`config.mk`:
```
export PLATFORM = sky130hd
export DESIGN_NAME = nor_flash_host
export DESIGN_NICKNAME = d
export VERILOG_FILES = /design/src/nor_host_pkg.sv /design/src/nor_bus_if.sv /design/src/nor_flash_host.sv /design/src/nor_strobe_timer.sv
export VERILOG_INCLUDE_DIRS = /design/src
export SDC_FILE = /design/constraint.sdc
export NUM_CORES = 1
export LEC_CHECK = 0
export ABC_AREA = 1
export BUFFER_PORTS_ARGS = -buffer_cell sky130_fd_sc_hd__buf_2
export CORE_ASPECT_RATIO = 1.75
export CORE_MARGIN = 2
export CORE_UTILIZATION = 55
export CTS_CLUSTER_SIZE = 8
export DETAILED_ROUTE_END_ITERATION = 7
export PLACE_DENSITY_LB_ADDON = 0.2
export SETUP_SLACK_MARGIN = 0.3
export SYNTH_ARGS = -nofsm -noshare
export SYNTH_HDL_FRONTEND = slang
export SYNTH_SLANG_ARGS = --single-unit
```
`constraint.sdc`:
```
create_clock -name i_clk_sys -period 2.05 [get_ports i_clk_sys]
set_input_delay 0.5125 -clock i_clk_sys [delete_from_list [all_inputs] [get_ports i_clk_sys]]
set_output_delay 0.5125 -clock i_clk_sys [all_outputs]
set_load 0.03 [all_outputs]
```
`src/nor_host_consts.svh`:
```
/*
  timing counts and command constants for the parallel nor flash host controller.
  assumes a 100 MHz system clock; included by bare name.
*/
`ifndef NOR_HOST_CONSTS_SVH
`define NOR_HOST_CONSTS_SVH

`define CLK_PERIOD_NS 10
// address access time of the flash, ns
`define ADDRESS_ACCESS_TIME_NS 70
// address access time in whole cycles before sampling, least time rounds up
`define ACCESS_CYCLES ((`ADDRESS_ACCESS_TIME_NS + `CLK_PERIOD_NS - 1) / `CLK_PERIOD_NS)
// flops of the data-in synchroniser; read data reaches the sequencer this much later
`define SYNC_STAGES 2
// write strobe low and high widths, ns
`define WRITE_PULSE_NS 40
`define WRITE_PULSE_CYCLES ((`WRITE_PULSE_NS + `CLK_PERIOD_NS - 1) / `CLK_PERIOD_NS)
// reset pulse width, ns
`define RESET_PULSE_WIDTH_NS 500
`define RESET_PULSE_CYCLES ((`RESET_PULSE_WIDTH_NS + `CLK_PERIOD_NS - 1) / `CLK_PERIOD_NS)
// recovery after reset release before first command, ns
`define RESET_RECOVERY_NS 200
`define RESET_RECOVERY_CYCLES ((`RESET_RECOVERY_NS + `CLK_PERIOD_NS - 1) / `CLK_PERIOD_NS)
// unlock and command words (16-bit mode)
`define UNLOCK_ADDR1 22'h000555
`define UNLOCK_ADDR2 22'h0002AA
`define UNLOCK_DATA1 16'h00AA
`define UNLOCK_DATA2 16'h0055
`define CMD_PROGRAM 16'h00A0
`define CMD_IDENT 16'h0090
`define CMD_RESET_READ 16'h00F0
`define IDLE_ADDR 22'h000000
// one ecc page is 32 bytes, 16 words: word address bits above the low four
`define ECC_PAGE_LSB 4
`define WRITE_BUFFER_BYTES 256

`endif

```
`src/nor_host_pkg.sv`:
```
/*
  types for the nor flash host controller.
  assumes nor_host_consts.svh is on the include path.
*/
package nor_host_pkg;
  typedef enum logic [3:0]
  {
    OP_READ = 4'h0,
    OP_PROGRAM = 4'h1,
    OP_IDENT = 4'h2,
    OP_EXIT_IDENT = 4'h3,
    OP_HW_RESET = 4'h4
  } host_op_t;

  typedef enum logic [6:0]
  {
    ST_RESET = 7'b0000001,
    ST_IDLE = 7'b0000010,
    ST_READ = 7'b0000100,
    ST_WR_LOW = 7'b0001000,
    ST_WR_HIGH = 7'b0010000,
    ST_PULSE = 7'b0100000,
    ST_RECOVER = 7'b1000000
  } host_state_t;
endpackage : nor_host_pkg

```
`src/nor_bus_if.sv`:
```
/*
  interface carrying one timed phase request (write, read, reset or recovery) between the sequencer and the strobe timer.
  assumes both ends share i_clk_sys.
*/
`timescale 1ns/1ps
`default_nettype none
interface nor_bus_if;
  logic start;
  logic done;
  modport seq (output start, input done);
  modport tmr (input start, output done);
endinterface : nor_bus_if
`default_nettype wire

```
`src/nor_flash_host.sv`:
```
/*
  host controller for an asynchronous parallel nor flash: read, word program
  (standard four-write or two-write fast form), identification entry, exit as one write of the user word at the user address,
  and hardware reset pulse. drives chip, output and write enables, reset,
  the accelerate high-voltage enable, and the three-signal data bus.
  assumes the flash pins are sampled only by this clock; data in is synchronised.
*/
// Notes on behaviour
// - host issues two-write program sequence while accelerate voltage is applied
// - host raises accelerate before fast operation, drops it after completion; this host drops it at deselect, before the flash finishes the program
// - host should program aligned 256-byte lines, each page once; this host programs words, flagging the last request's page on o_page_repeat
// - host restarts interrupted program or erase after reset; this host does not, it returns to idle after the recovery time
`timescale 1ns/1ps
`default_nettype none
`include "nor_host_consts.svh"
module nor_flash_host
  import nor_host_pkg::*;
#(
  parameter int ADDR_W = 22,
  parameter int DATA_W = 16
) (
  // clock and reset
  input wire logic i_clk_sys,
  input wire logic i_srst,
  // user request
  input wire logic i_req,
  input wire logic [3:0] i_op,
  input wire logic [ADDR_W-1:0] i_addr,
  input wire logic [DATA_W-1:0] i_wdata,
  input wire logic i_fast,
  output logic o_ready,
  output logic o_rvalid,
  output logic [DATA_W-1:0] o_rdata,
  output logic [ADDR_W-`ECC_PAGE_LSB-1:0] o_last_page,
  output logic o_page_repeat,
  // flash pins
  output logic o_chip_en_n,
  output logic o_out_en_n,
  output logic o_write_en_n,
  output logic o_reset_n,
  output logic o_accel_pin_hv,
  output logic [ADDR_W-1:0] o_addr,
  input wire logic [DATA_W-1:0] i_dq,
  output logic [DATA_W-1:0] o_dq,
  output logic o_dq_oe
);
  localparam int CNT_W = 8;
  localparam int NWR = 4;

  // ==========================================================
  // input synchroniser for the data pins
  logic [DATA_W-1:0] dq_meta_reg;
  logic [DATA_W-1:0] dq_sync_reg;
  always_ff @(posedge i_clk_sys)
  begin
    dq_meta_reg <= i_dq;
    dq_sync_reg <= dq_meta_reg;
  end

  // ==========================================================
  // write-cycle sequence lookup
  function automatic logic [ADDR_W-1:0] seq_addr(input logic [1:0] idx, input logic [1:0] nw,
                                                 input logic [ADDR_W-1:0] last);
    logic [1:0] pos;
    pos = idx + (2'd3 - nw);
    case (pos)
      2'd0: seq_addr = ADDR_W'(`UNLOCK_ADDR1);
      2'd1: seq_addr = ADDR_W'(`UNLOCK_ADDR2);
      2'd2: seq_addr = ADDR_W'(`UNLOCK_ADDR1);
      default: seq_addr = last;
    endcase
  endfunction : seq_addr

  function automatic logic [DATA_W-1:0] seq_data(input logic [1:0] idx, input logic [1:0] nw,
                                                 input logic [DATA_W-1:0] cmd,
                                                 input logic [DATA_W-1:0] last);
    logic [1:0] pos;
    pos = idx + (2'd3 - nw);
    case (pos)
      2'd0: seq_data = DATA_W'(`UNLOCK_DATA1);
      2'd1: seq_data = DATA_W'(`UNLOCK_DATA2);
      2'd2: seq_data = cmd;
      default: seq_data = last;
    endcase
  endfunction : seq_data

  // ==========================================================
  // state
  host_state_t st_reg, st_next;
  host_op_t op_reg, op_next;
  logic [1:0] idx_reg, idx_next;
  logic [1:0] nw_reg, nw_next;
  logic [ADDR_W-1:0] uaddr_reg, uaddr_next;
  logic [DATA_W-1:0] udata_reg, udata_next;
  logic [CNT_W-1:0] cnt_reg, cnt_next;
  logic ready_reg, ready_next;
  logic rvalid_reg, rvalid_next;
  logic [DATA_W-1:0] rdata_reg, rdata_next;
  logic ce_n_reg, ce_n_next;
  logic oe_n_reg, oe_n_next;
  logic we_n_reg, we_n_next;
  logic rst_n_reg, rst_n_next;
  logic hv_reg, hv_next;
  logic [ADDR_W-1:0] addr_reg, addr_next;
  logic [DATA_W-1:0] dq_reg, dq_next;
  logic dq_oe_reg, dq_oe_next;
  logic [ADDR_W-`ECC_PAGE_LSB-1:0] page_reg, page_next;
  logic repeat_reg, repeat_next;
  logic [CNT_W-1:0] tlen;
  logic tstart;

  nor_bus_if tbus ();
  assign tbus.start = tstart;

  nor_strobe_timer #(.CNT_W(CNT_W)) u_timer (
    .i_clk_sys(i_clk_sys),
    .i_srst(i_srst),
    .i_len(tlen),
    .bus(tbus)
  );

  always_comb
  begin
    st_next = st_reg;
    op_next = op_reg;
    idx_next = idx_reg;
    nw_next = nw_reg;
    uaddr_next = uaddr_reg;
    udata_next = udata_reg;
    cnt_next = cnt_reg;
    ready_next = 1'b0;
    rvalid_next = 1'b0;
    rdata_next = rdata_reg;
    ce_n_next = ce_n_reg;
    oe_n_next = oe_n_reg;
    we_n_next = we_n_reg;
    rst_n_next = rst_n_reg;
    hv_next = hv_reg;
    addr_next = addr_reg;
    dq_next = dq_reg;
    dq_oe_next = dq_oe_reg;
    page_next = page_reg;
    repeat_next = repeat_reg;
    tstart = 1'b0;
    tlen = CNT_W'(`WRITE_PULSE_CYCLES);
    case (st_reg)
      ST_RESET:
      begin
        // hold reset low for the pulse width; outputs floated by the flash
        rst_n_next = 1'b0;
        ce_n_next = 1'b1;
        oe_n_next = 1'b1;
        we_n_next = 1'b1;
        dq_oe_next = 1'b0;
        hv_next = 1'b0;
        tstart = (cnt_reg == '0);
        tlen = CNT_W'(`RESET_PULSE_CYCLES);
        cnt_next = CNT_W'(1);
        if (tbus.done)
        begin
          rst_n_next = 1'b1;
          st_next = ST_RECOVER;
          cnt_next = '0;
        end
      end
      ST_RECOVER:
      begin
        tstart = (cnt_reg == '0);
        tlen = CNT_W'(`RESET_RECOVERY_CYCLES);
        cnt_next = CNT_W'(1);
        if (tbus.done)
        begin
          st_next = ST_IDLE;
          ready_next = 1'b1;
        end
      end
      ST_IDLE:
      begin
        ready_next = 1'b1;
        // deselect between accesses so the flash idles in standby
        ce_n_next = 1'b1;
        oe_n_next = 1'b1;
        we_n_next = 1'b1;
        dq_oe_next = 1'b0;
        if (i_req)
        begin
          ready_next = 1'b0;
          op_next = host_op_t'(i_op);
          uaddr_next = i_addr;
          udata_next = i_wdata;
          idx_next = 2'd0;
          case (i_op)
            OP_READ:
            begin
              ce_n_next = 1'b0;
              oe_n_next = 1'b0;
              addr_next = i_addr;
              tstart = 1'b1;
              // the synchroniser delays the pins, so wait its depth on top of the access time
              tlen = CNT_W'(`ACCESS_CYCLES + `SYNC_STAGES);
              st_next = ST_READ;
            end
            OP_PROGRAM:
            begin
              // fast form drives the high voltage first, then two writes
              hv_next = i_fast;
              nw_next = i_fast ? 2'd1 : 2'd3;
              if (uaddr_reg[ADDR_W-1:`ECC_PAGE_LSB] == i_addr[ADDR_W-1:`ECC_PAGE_LSB])
                repeat_next = 1'b1;
              else
                repeat_next = 1'b0;
              page_next = i_addr[ADDR_W-1:`ECC_PAGE_LSB];
              st_next = ST_WR_HIGH;
              tstart = 1'b1;
            end
            OP_IDENT:
            begin
              // table from its start: both unlocks, then the command, no user word
              nw_next = 2'd3;
              st_next = ST_WR_HIGH;
              tstart = 1'b1;
            end
            OP_EXIT_IDENT:
            begin
              nw_next = 2'd0;
              st_next = ST_WR_HIGH;
              tstart = 1'b1;
            end
            OP_HW_RESET:
            begin
              st_next = ST_RESET;
              cnt_next = '0;
            end
            default:
            begin
              ready_next = 1'b1;
            end
          endcase
        end
      end
      ST_READ:
      begin
        if (tbus.done)
        begin
          rdata_next = dq_sync_reg;
          rvalid_next = 1'b1;
          oe_n_next = 1'b1;
          st_next = ST_PULSE;
          tstart = 1'b1;
          tlen = CNT_W'(2);
        end
      end
      ST_WR_HIGH:
      begin
        if (tbus.done)
        begin
          ce_n_next = 1'b0;
          we_n_next = 1'b0;
          addr_next = seq_addr(idx_reg, nw_reg, uaddr_reg);
          dq_next = seq_data(idx_reg, nw_reg,
                             (op_reg == OP_IDENT) ? DATA_W'(`CMD_IDENT) :
                             (op_reg == OP_EXIT_IDENT) ? DATA_W'(`CMD_RESET_READ) :
                             DATA_W'(`CMD_PROGRAM), udata_reg);
          dq_oe_next = 1'b1;
          tstart = 1'b1;
          st_next = ST_WR_LOW;
        end
      end
      ST_WR_LOW:
      begin
        if (tbus.done)
        begin
          we_n_next = 1'b1;
          tstart = 1'b1;
          if (idx_reg == nw_reg || (op_reg == OP_IDENT && idx_reg == 2'd2))
            st_next = ST_PULSE;
          else
          begin
            idx_next = idx_reg + 2'd1;
            st_next = ST_WR_HIGH;
          end
        end
      end
      ST_PULSE:
      begin
        if (tbus.done)
        begin
          ce_n_next = 1'b1;
          dq_oe_next = 1'b0;
          // flash finishes the program on its own after deselect
          hv_next = 1'b0;
          st_next = ST_IDLE;
          ready_next = 1'b1;
        end
      end
      default:
      begin
        st_next = ST_RESET;
        cnt_next = '0;
      end
    endcase
  end

  always_ff @(posedge i_clk_sys)
  begin
    if (i_srst)
    begin
      st_reg <= ST_RESET;
      op_reg <= OP_READ;
      idx_reg <= 2'd0;
      nw_reg <= 2'd0;
      uaddr_reg <= '1;
      udata_reg <= '0;
      cnt_reg <= '0;
      ready_reg <= 1'b0;
      rvalid_reg <= 1'b0;
      rdata_reg <= '0;
      ce_n_reg <= 1'b1;
      oe_n_reg <= 1'b1;
      we_n_reg <= 1'b1;
      rst_n_reg <= 1'b0;
      hv_reg <= 1'b0;
      addr_reg <= '0;
      dq_reg <= '0;
      dq_oe_reg <= 1'b0;
      page_reg <= '0;
      repeat_reg <= 1'b0;
    end
    else
    begin
      st_reg <= st_next;
      op_reg <= op_next;
      idx_reg <= idx_next;
      nw_reg <= nw_next;
      uaddr_reg <= uaddr_next;
      udata_reg <= udata_next;
      cnt_reg <= cnt_next;
      ready_reg <= ready_next;
      rvalid_reg <= rvalid_next;
      rdata_reg <= rdata_next;
      ce_n_reg <= ce_n_next;
      oe_n_reg <= oe_n_next;
      we_n_reg <= we_n_next;
      rst_n_reg <= rst_n_next;
      hv_reg <= hv_next;
      addr_reg <= addr_next;
      dq_reg <= dq_next;
      dq_oe_reg <= dq_oe_next;
      page_reg <= page_next;
      repeat_reg <= repeat_next;
    end
  end

  assign o_ready = ready_reg;
  assign o_rvalid = rvalid_reg;
  assign o_rdata = rdata_reg;
  assign o_last_page = page_reg;
  assign o_page_repeat = repeat_reg;
  assign o_chip_en_n = ce_n_reg;
  assign o_out_en_n = oe_n_reg;
  assign o_write_en_n = we_n_reg;
  assign o_reset_n = rst_n_reg;
  assign o_accel_pin_hv = hv_reg;
  assign o_addr = addr_reg;
  assign o_dq = dq_reg;
  assign o_dq_oe = dq_oe_reg;
endmodule : nor_flash_host
`default_nettype wire

```
`src/nor_strobe_timer.sv`:
```
/*
  cycle counter that times one strobe phase of a flash bus cycle.
  assumes start is a one-cycle pulse from the sequencer; done pulses when the count ends.
*/
`timescale 1ns/1ps
`default_nettype none
module nor_strobe_timer #(
  parameter int CNT_W = 8
) (
  // clock and reset
  input wire logic i_clk_sys,
  input wire logic i_srst,
  // phase length
  input wire logic [CNT_W-1:0] i_len,
  // request and completion
  nor_bus_if.tmr bus
);
  logic [CNT_W-1:0] cnt_reg;
  logic [CNT_W-1:0] cnt_next;
  logic busy_reg;
  logic busy_next;
  logic done_reg;
  logic done_next;

  always_comb
  begin
    cnt_next = cnt_reg;
    busy_next = busy_reg;
    done_next = 1'b0;
    if (bus.start)
    begin
      cnt_next = i_len;
      busy_next = 1'b1;
    end
    else if (busy_reg)
    begin
      if (cnt_reg <= CNT_W'(1))
      begin
        busy_next = 1'b0;
        done_next = 1'b1;
      end
      else
      begin
        cnt_next = cnt_reg - CNT_W'(1);
      end
    end
  end

  always_ff @(posedge i_clk_sys)
  begin
    if (i_srst)
    begin
      cnt_reg <= '0;
      busy_reg <= 1'b0;
      done_reg <= 1'b0;
    end
    else
    begin
      cnt_reg <= cnt_next;
      busy_reg <= busy_next;
      done_reg <= done_next;
    end
  end

  assign bus.done = done_reg;
endmodule : nor_strobe_timer
`default_nettype wire

```
### Word level (Yosys, flattened, before mapping)

Index checks and enable logic that the tools add are counted.

* reduce and logical (&&, ||, !) cells: 40
* equal/unequal tests: 31
* add/sub/neg operators: 4
* multiplexer cells: 57
* bitwise gates (word level): 3
* $lt $le $gt $ge: 1

Operators with widths (count)
* $pmux W22 S2: 2
* $mux W22: 3
* $mux W7: 8
* $pmux W16 S3: 1
* $pmux W7 S6: 1
* $mux W8: 5
* $pmux W8 S4: 1
* $pmux W6 S4: 1
* $pmux W7 S3: 1
* $eq A18 B18 Y1: 1
* $reduce_and A3 Y1: 6
* $mux W1: 17
* $eq A4 B2 Y1 const B: 4
* $ne A2 B1 Y1 const B: 8
* $pmux W1 S3: 5
* $reduce_bool A3 Y1: 5
* $reduce_and A4 Y1: 3
* $reduce_and A2 Y1: 5
* $reduce_or A2 Y1: 5
* $reduce_or A3 Y1: 3
* $le A8 B1 Y1 const B: 1
* $logic_not A8 Y1: 1
* $mux W2: 4
* $mux W4: 2
* 34 further kinds: 43

* flip-flop bits (word level): 184
* input port bits: 62
* logic and storage cells: 161
* output and inout bits: 81

### Longest topological paths before layout

* depth in word-level cells: 7
* depth in mapped cells: 12
* depth with buffers taken out: 12

### Modules after synthesis

Synthesis repeated with hierarchy kept, for this count alone.

* cells, all modules: 1009
* area total of the unflattened synthesis: 7350.8 sq um

Modules (own cells, without submodules)
* nor_flash_host: times used 1, cells an instance 914, area an instance 6717.7 sq um, sequential area each 3343.2 sq um
* nor_strobe_timer: times used 1, cells an instance 95, area an instance 633.1 sq um, sequential area each 200.2 sq um

### Worst setup path after synthesis

No wires, ideal clock.

* path kind: input port to flip-flop
* from: input i_op[0]
* to: register addr_reg[5] (netlist: o_addr[5])
* required time: 1.932 ns
* data arrival time: 1.470 ns
* cell stages on the path: 9
* library setup time: 0.118 ns
* path slack: 0.462 ns
* path buffers: 1
* path through: nor2_1 > inv_1 > nor2_1 > nand3_2 > nand2_1 > nand2_2 > buf_2 > nor3_1 > nor2_1

* longest elaborated chain between the ends: 3

Ends and longest elaborated chain
* start: declaration: RTL line nor_flash_host.sv:27 `input wire logic [3:0] i_op,`
* $logic_not A4 Y1: RTL line nor_flash_host.sv:192 `case (i_op)`
* $ne A2 B1 Y1 (no source line)
* $reduce_and A4 Y1 (no source line)
* end signal: assignment: RTL line nor_flash_host.sv:346 `addr_reg <= addr_next;`
* end: declaration: RTL line nor_flash_host.sv:104 `logic [ADDR_W-1:0] addr_reg, addr_next;`

Every way passes these cells.
A chain may end at the register's enable or synchronous reset.

### Worst setup path after layout

* from: register st_reg[5]
* to: register st_reg[0]

* longest elaborated chain between the ends: 4
* elaborated cells between the ends (all ways): 17
* classes of those cells: eq/ne: 14; mux: 1; reduce/logical: 2

Ends and longest elaborated chain
* start: declaration: RTL line nor_flash_host.sv:89 `host_state_t st_reg, st_next;`
* start signal: assignment: RTL line nor_flash_host.sv:331 `st_reg <= st_next;`
* $eq A7 B6 Y1 or $eq A7 B7 Y1 (tied branches): RTL line nor_flash_host.sv:146 `case (st_reg)`
* $reduce_or A2 Y1 (no source line)
* $ne A2 B1 Y1 (no source line)
* $reduce_and A7 Y1 (no source line)

Parallel ways exist; a longest one is shown, timed or not.

==> reports/qor.yml <==
busiest_layer: "met2"
die_w_um: 90.2
power_density_nw_per_um2: 1010
rr_startpoint: "st_reg[5]"
post-route-drc-count: 0
firstDrtPassIters: 5
ys_ff_latch: 177
clk_pin_slew_ns: 0.07
finalHoldViolCount: 0
setup_tns_ns: 0
critPathMaxStageDelay_ns: 0.34
drt-initial-drc-count: 352
layout_common_cells: "188 x nand2_1, 170 x dfxtp_1, 142 x buf_2, 85 x a21oi_1, 70 x nor2_1"
die_height_um: 155
grt_pass1_vias: 6031
ys.flop_type: "dfxtp_1"
gp_congestion: 0.896
min_delay_path_depth: 1
grt_pass1_wl_mm: 28.3
cts_tree: "built"
cp-end-kind: "flop"
dp_hpwl_mm: 12.6
min-delay-start: "i_dq[5]"
fin_crit_sh_pct: 82.7
yosysSeqAreaShare_pct: 49.6
final_net_count: 1100
gr-usage-met3_pct: 4.77
syn_nets: 954
grt.met2_usage_pct: 45.1
path_cells: "inv_2 > nand2_1 > nor2_2 > nand2_2 > inv_2 > nand2_1 > nand2_1 > nor2_2 > nand2_1 > inv_2 > nand2_1 > nand3_1"
finalPower_mw: 8.96
numClockSinks: 177
rsz0062_at_grt: "yes"
synth_edf_count: 0
crit_family: "simple AND/OR/NAND/NOR gates"
synth_area_per_cell_um2: 8.05
min_period_ns: 1.70
critPathArrivalTime_ns: 1.99
grt_max_degree: 84
viasPerCell: 5.32
critPathLaunch: "st_reg[5]"
final_common_cell: "nand2_1"
critPathSlowestCell: "dfxtp_2"
tightestPinTransition_ns: 0.480
rr_worst_depth: 12
reg2reg_slack_ns: 0.35
root_buffer: "clkbuf_16"
rows: 55
p_leak_nw: 4.21
drv_slew: 0
ir_drop_mv: 0.582
clockBufferDepth: 2
yosysWarnings: 0
antenna_found_initial: 0
r2r-end: "st_reg[0]"
fin_skew_ns: 0.00932
portBuffers: 142
ant_nets: 0
diodes: 0
hold_path.class: "input pin to flop"
cts_hold_buf: 0
clock_latency_ns: 0.43
yosys-top-cells-area: "dfxtp_1 50%, nand2_1 10%, a21oi_1 6.2%"
critPathMaxFanout: 6
path_buf_inv: 3
status: "finished, final reports clean"
whs_endpoint: "dq_meta_reg[5]"
wl_mm: 18.1
drive_above_1_share_pct: 26.6
slew_headroom_pct: 68.0
setup_viol: 0
core_um2: 12800
use_met1_pct: 28.3
ios: 143
synth_top_area_share_pct: 49.6
timing.fmax_mhz: 590
ys_types: 37
crit_top_cell: "nand2_1"
die_area_um2: 14000
fillers: 1159
syn-instance-count: 888
drv_cap: 0
synthesis.area_um2: 7150
wl_per_cell_um: 14.9
vias: 6483
crit_required_ns: 2.34
numCtsBuffers: 17
critPathKind: "flop to flop"
worst_setup_path_start_kind: "flop"
yosys.area.top_type: "dfxtp_1"
async_flop_share_pct: 0
grtUsageTotal_pct: 25.2
areaGrowthSynthToFinish_pct: 24.3
start_util_pct: 55.8
grt.overflow.total: 0
htree_levels: 4
==> worst max path at each step <==
stage | end | slack (ns) | depth (start not counted)
after floorplan | o_addr[5] | 0.46 | 9
after global placement | o_addr[0] | 0.17 | 11
after detailed placement | o_addr[10] | 0.12 | 11
after CTS | u_timer.cnt_reg[2] | 0.32 | 9
after global routing | o_addr[19] | 0.27 | 10
final | st_reg[0] | 0.35 | 12
==> worst register-to-register path, delay by kind of cell (launching register included) <==
family / cells / cell delay (ns)
buffers and inverters: 3 / 0.25
flip-flops: 1 / 0.34
AND/OR/NAND/NOR: 9 / 0.99
==> area by class of cell <==
type                       count  area, µm²  area share [%]
clock buffer                  19        443            4.99
clock inverter                13        149            1.68
inverter                      74        285            3.21
multi-input combinational    591       3160            35.6
sequential                   177       3550            40.0
tap                          171        214            2.41
timing repair buffer         173       1080            12.2
==> stage by stage <==
stage	util (%)	hold slack (ns)	instance area, µm²	std cells	setup slack [ns]
5_1_grt	69.4	0.173	8880	1218	0.267
2_1_floorplan	-	0.310	7150	888	0.462
3_3_place_gp	63.0	0.311	8060	1177	0.169
6_report	69.4	0.187	8880	1218	0.355
4_1_cts	68.1	0.178	8710	1213	0.324
3_5_place_dp	63.0	0.314	8060	1177	0.123
==> where the power goes <==
part           switching (mW)  total (mW)  internal, mW
Clock                    1.39        3.25          1.85
Combinational            1.24        1.92         0.677
Sequential              0.144        3.79          3.65
==> per-layer routing <==
metal | vias up | routed length (µm)
li1 | 3242 | -
met1 | 3001 | 7230
met2 | 191 | 9460
met3 | 49 | 725
met4 | 0 | 717
met5 | - | 0
==> logic make-up after synthesis <==
kind of cell / Yosys count / share of synthesized area, %
adders and majority gates: 4 / 0.700
and+or+nand+nor: 361 / 22.2
xor gates and xnor gates: 16 / 1.96
DFF: 177 / 49.6
AOI/OAI and AO/OA: 209 / 18.2
muxes: 1 / 0.140
buffers and inverters: 120 / 7.28
==> repair_timing <==
item | in CTS | in global routing
gates cloned | 0 | 2
setup buffers | 4 | 3
gates resized for setup | 5 | 31
endpoints found under the setup margin | 49 | 77
pin swaps | 2 | 4
==> Yosys cell counts (8+ instances only) <==
cell type and n:
inv_1 60, o211a_1 17, nand2_1 191, a22oi_2 8, clkbuf_1 25, o21ai_1 23, o21ai_0 24, a21oi_1 89
a31oi_1 14, inv_2 13, xnor2_1 13, nand3_1 58, nor2_1 71, o211ai_1 25, buf_2 9, dfxtp_1 177
Power figures use the tool's default switching activity.
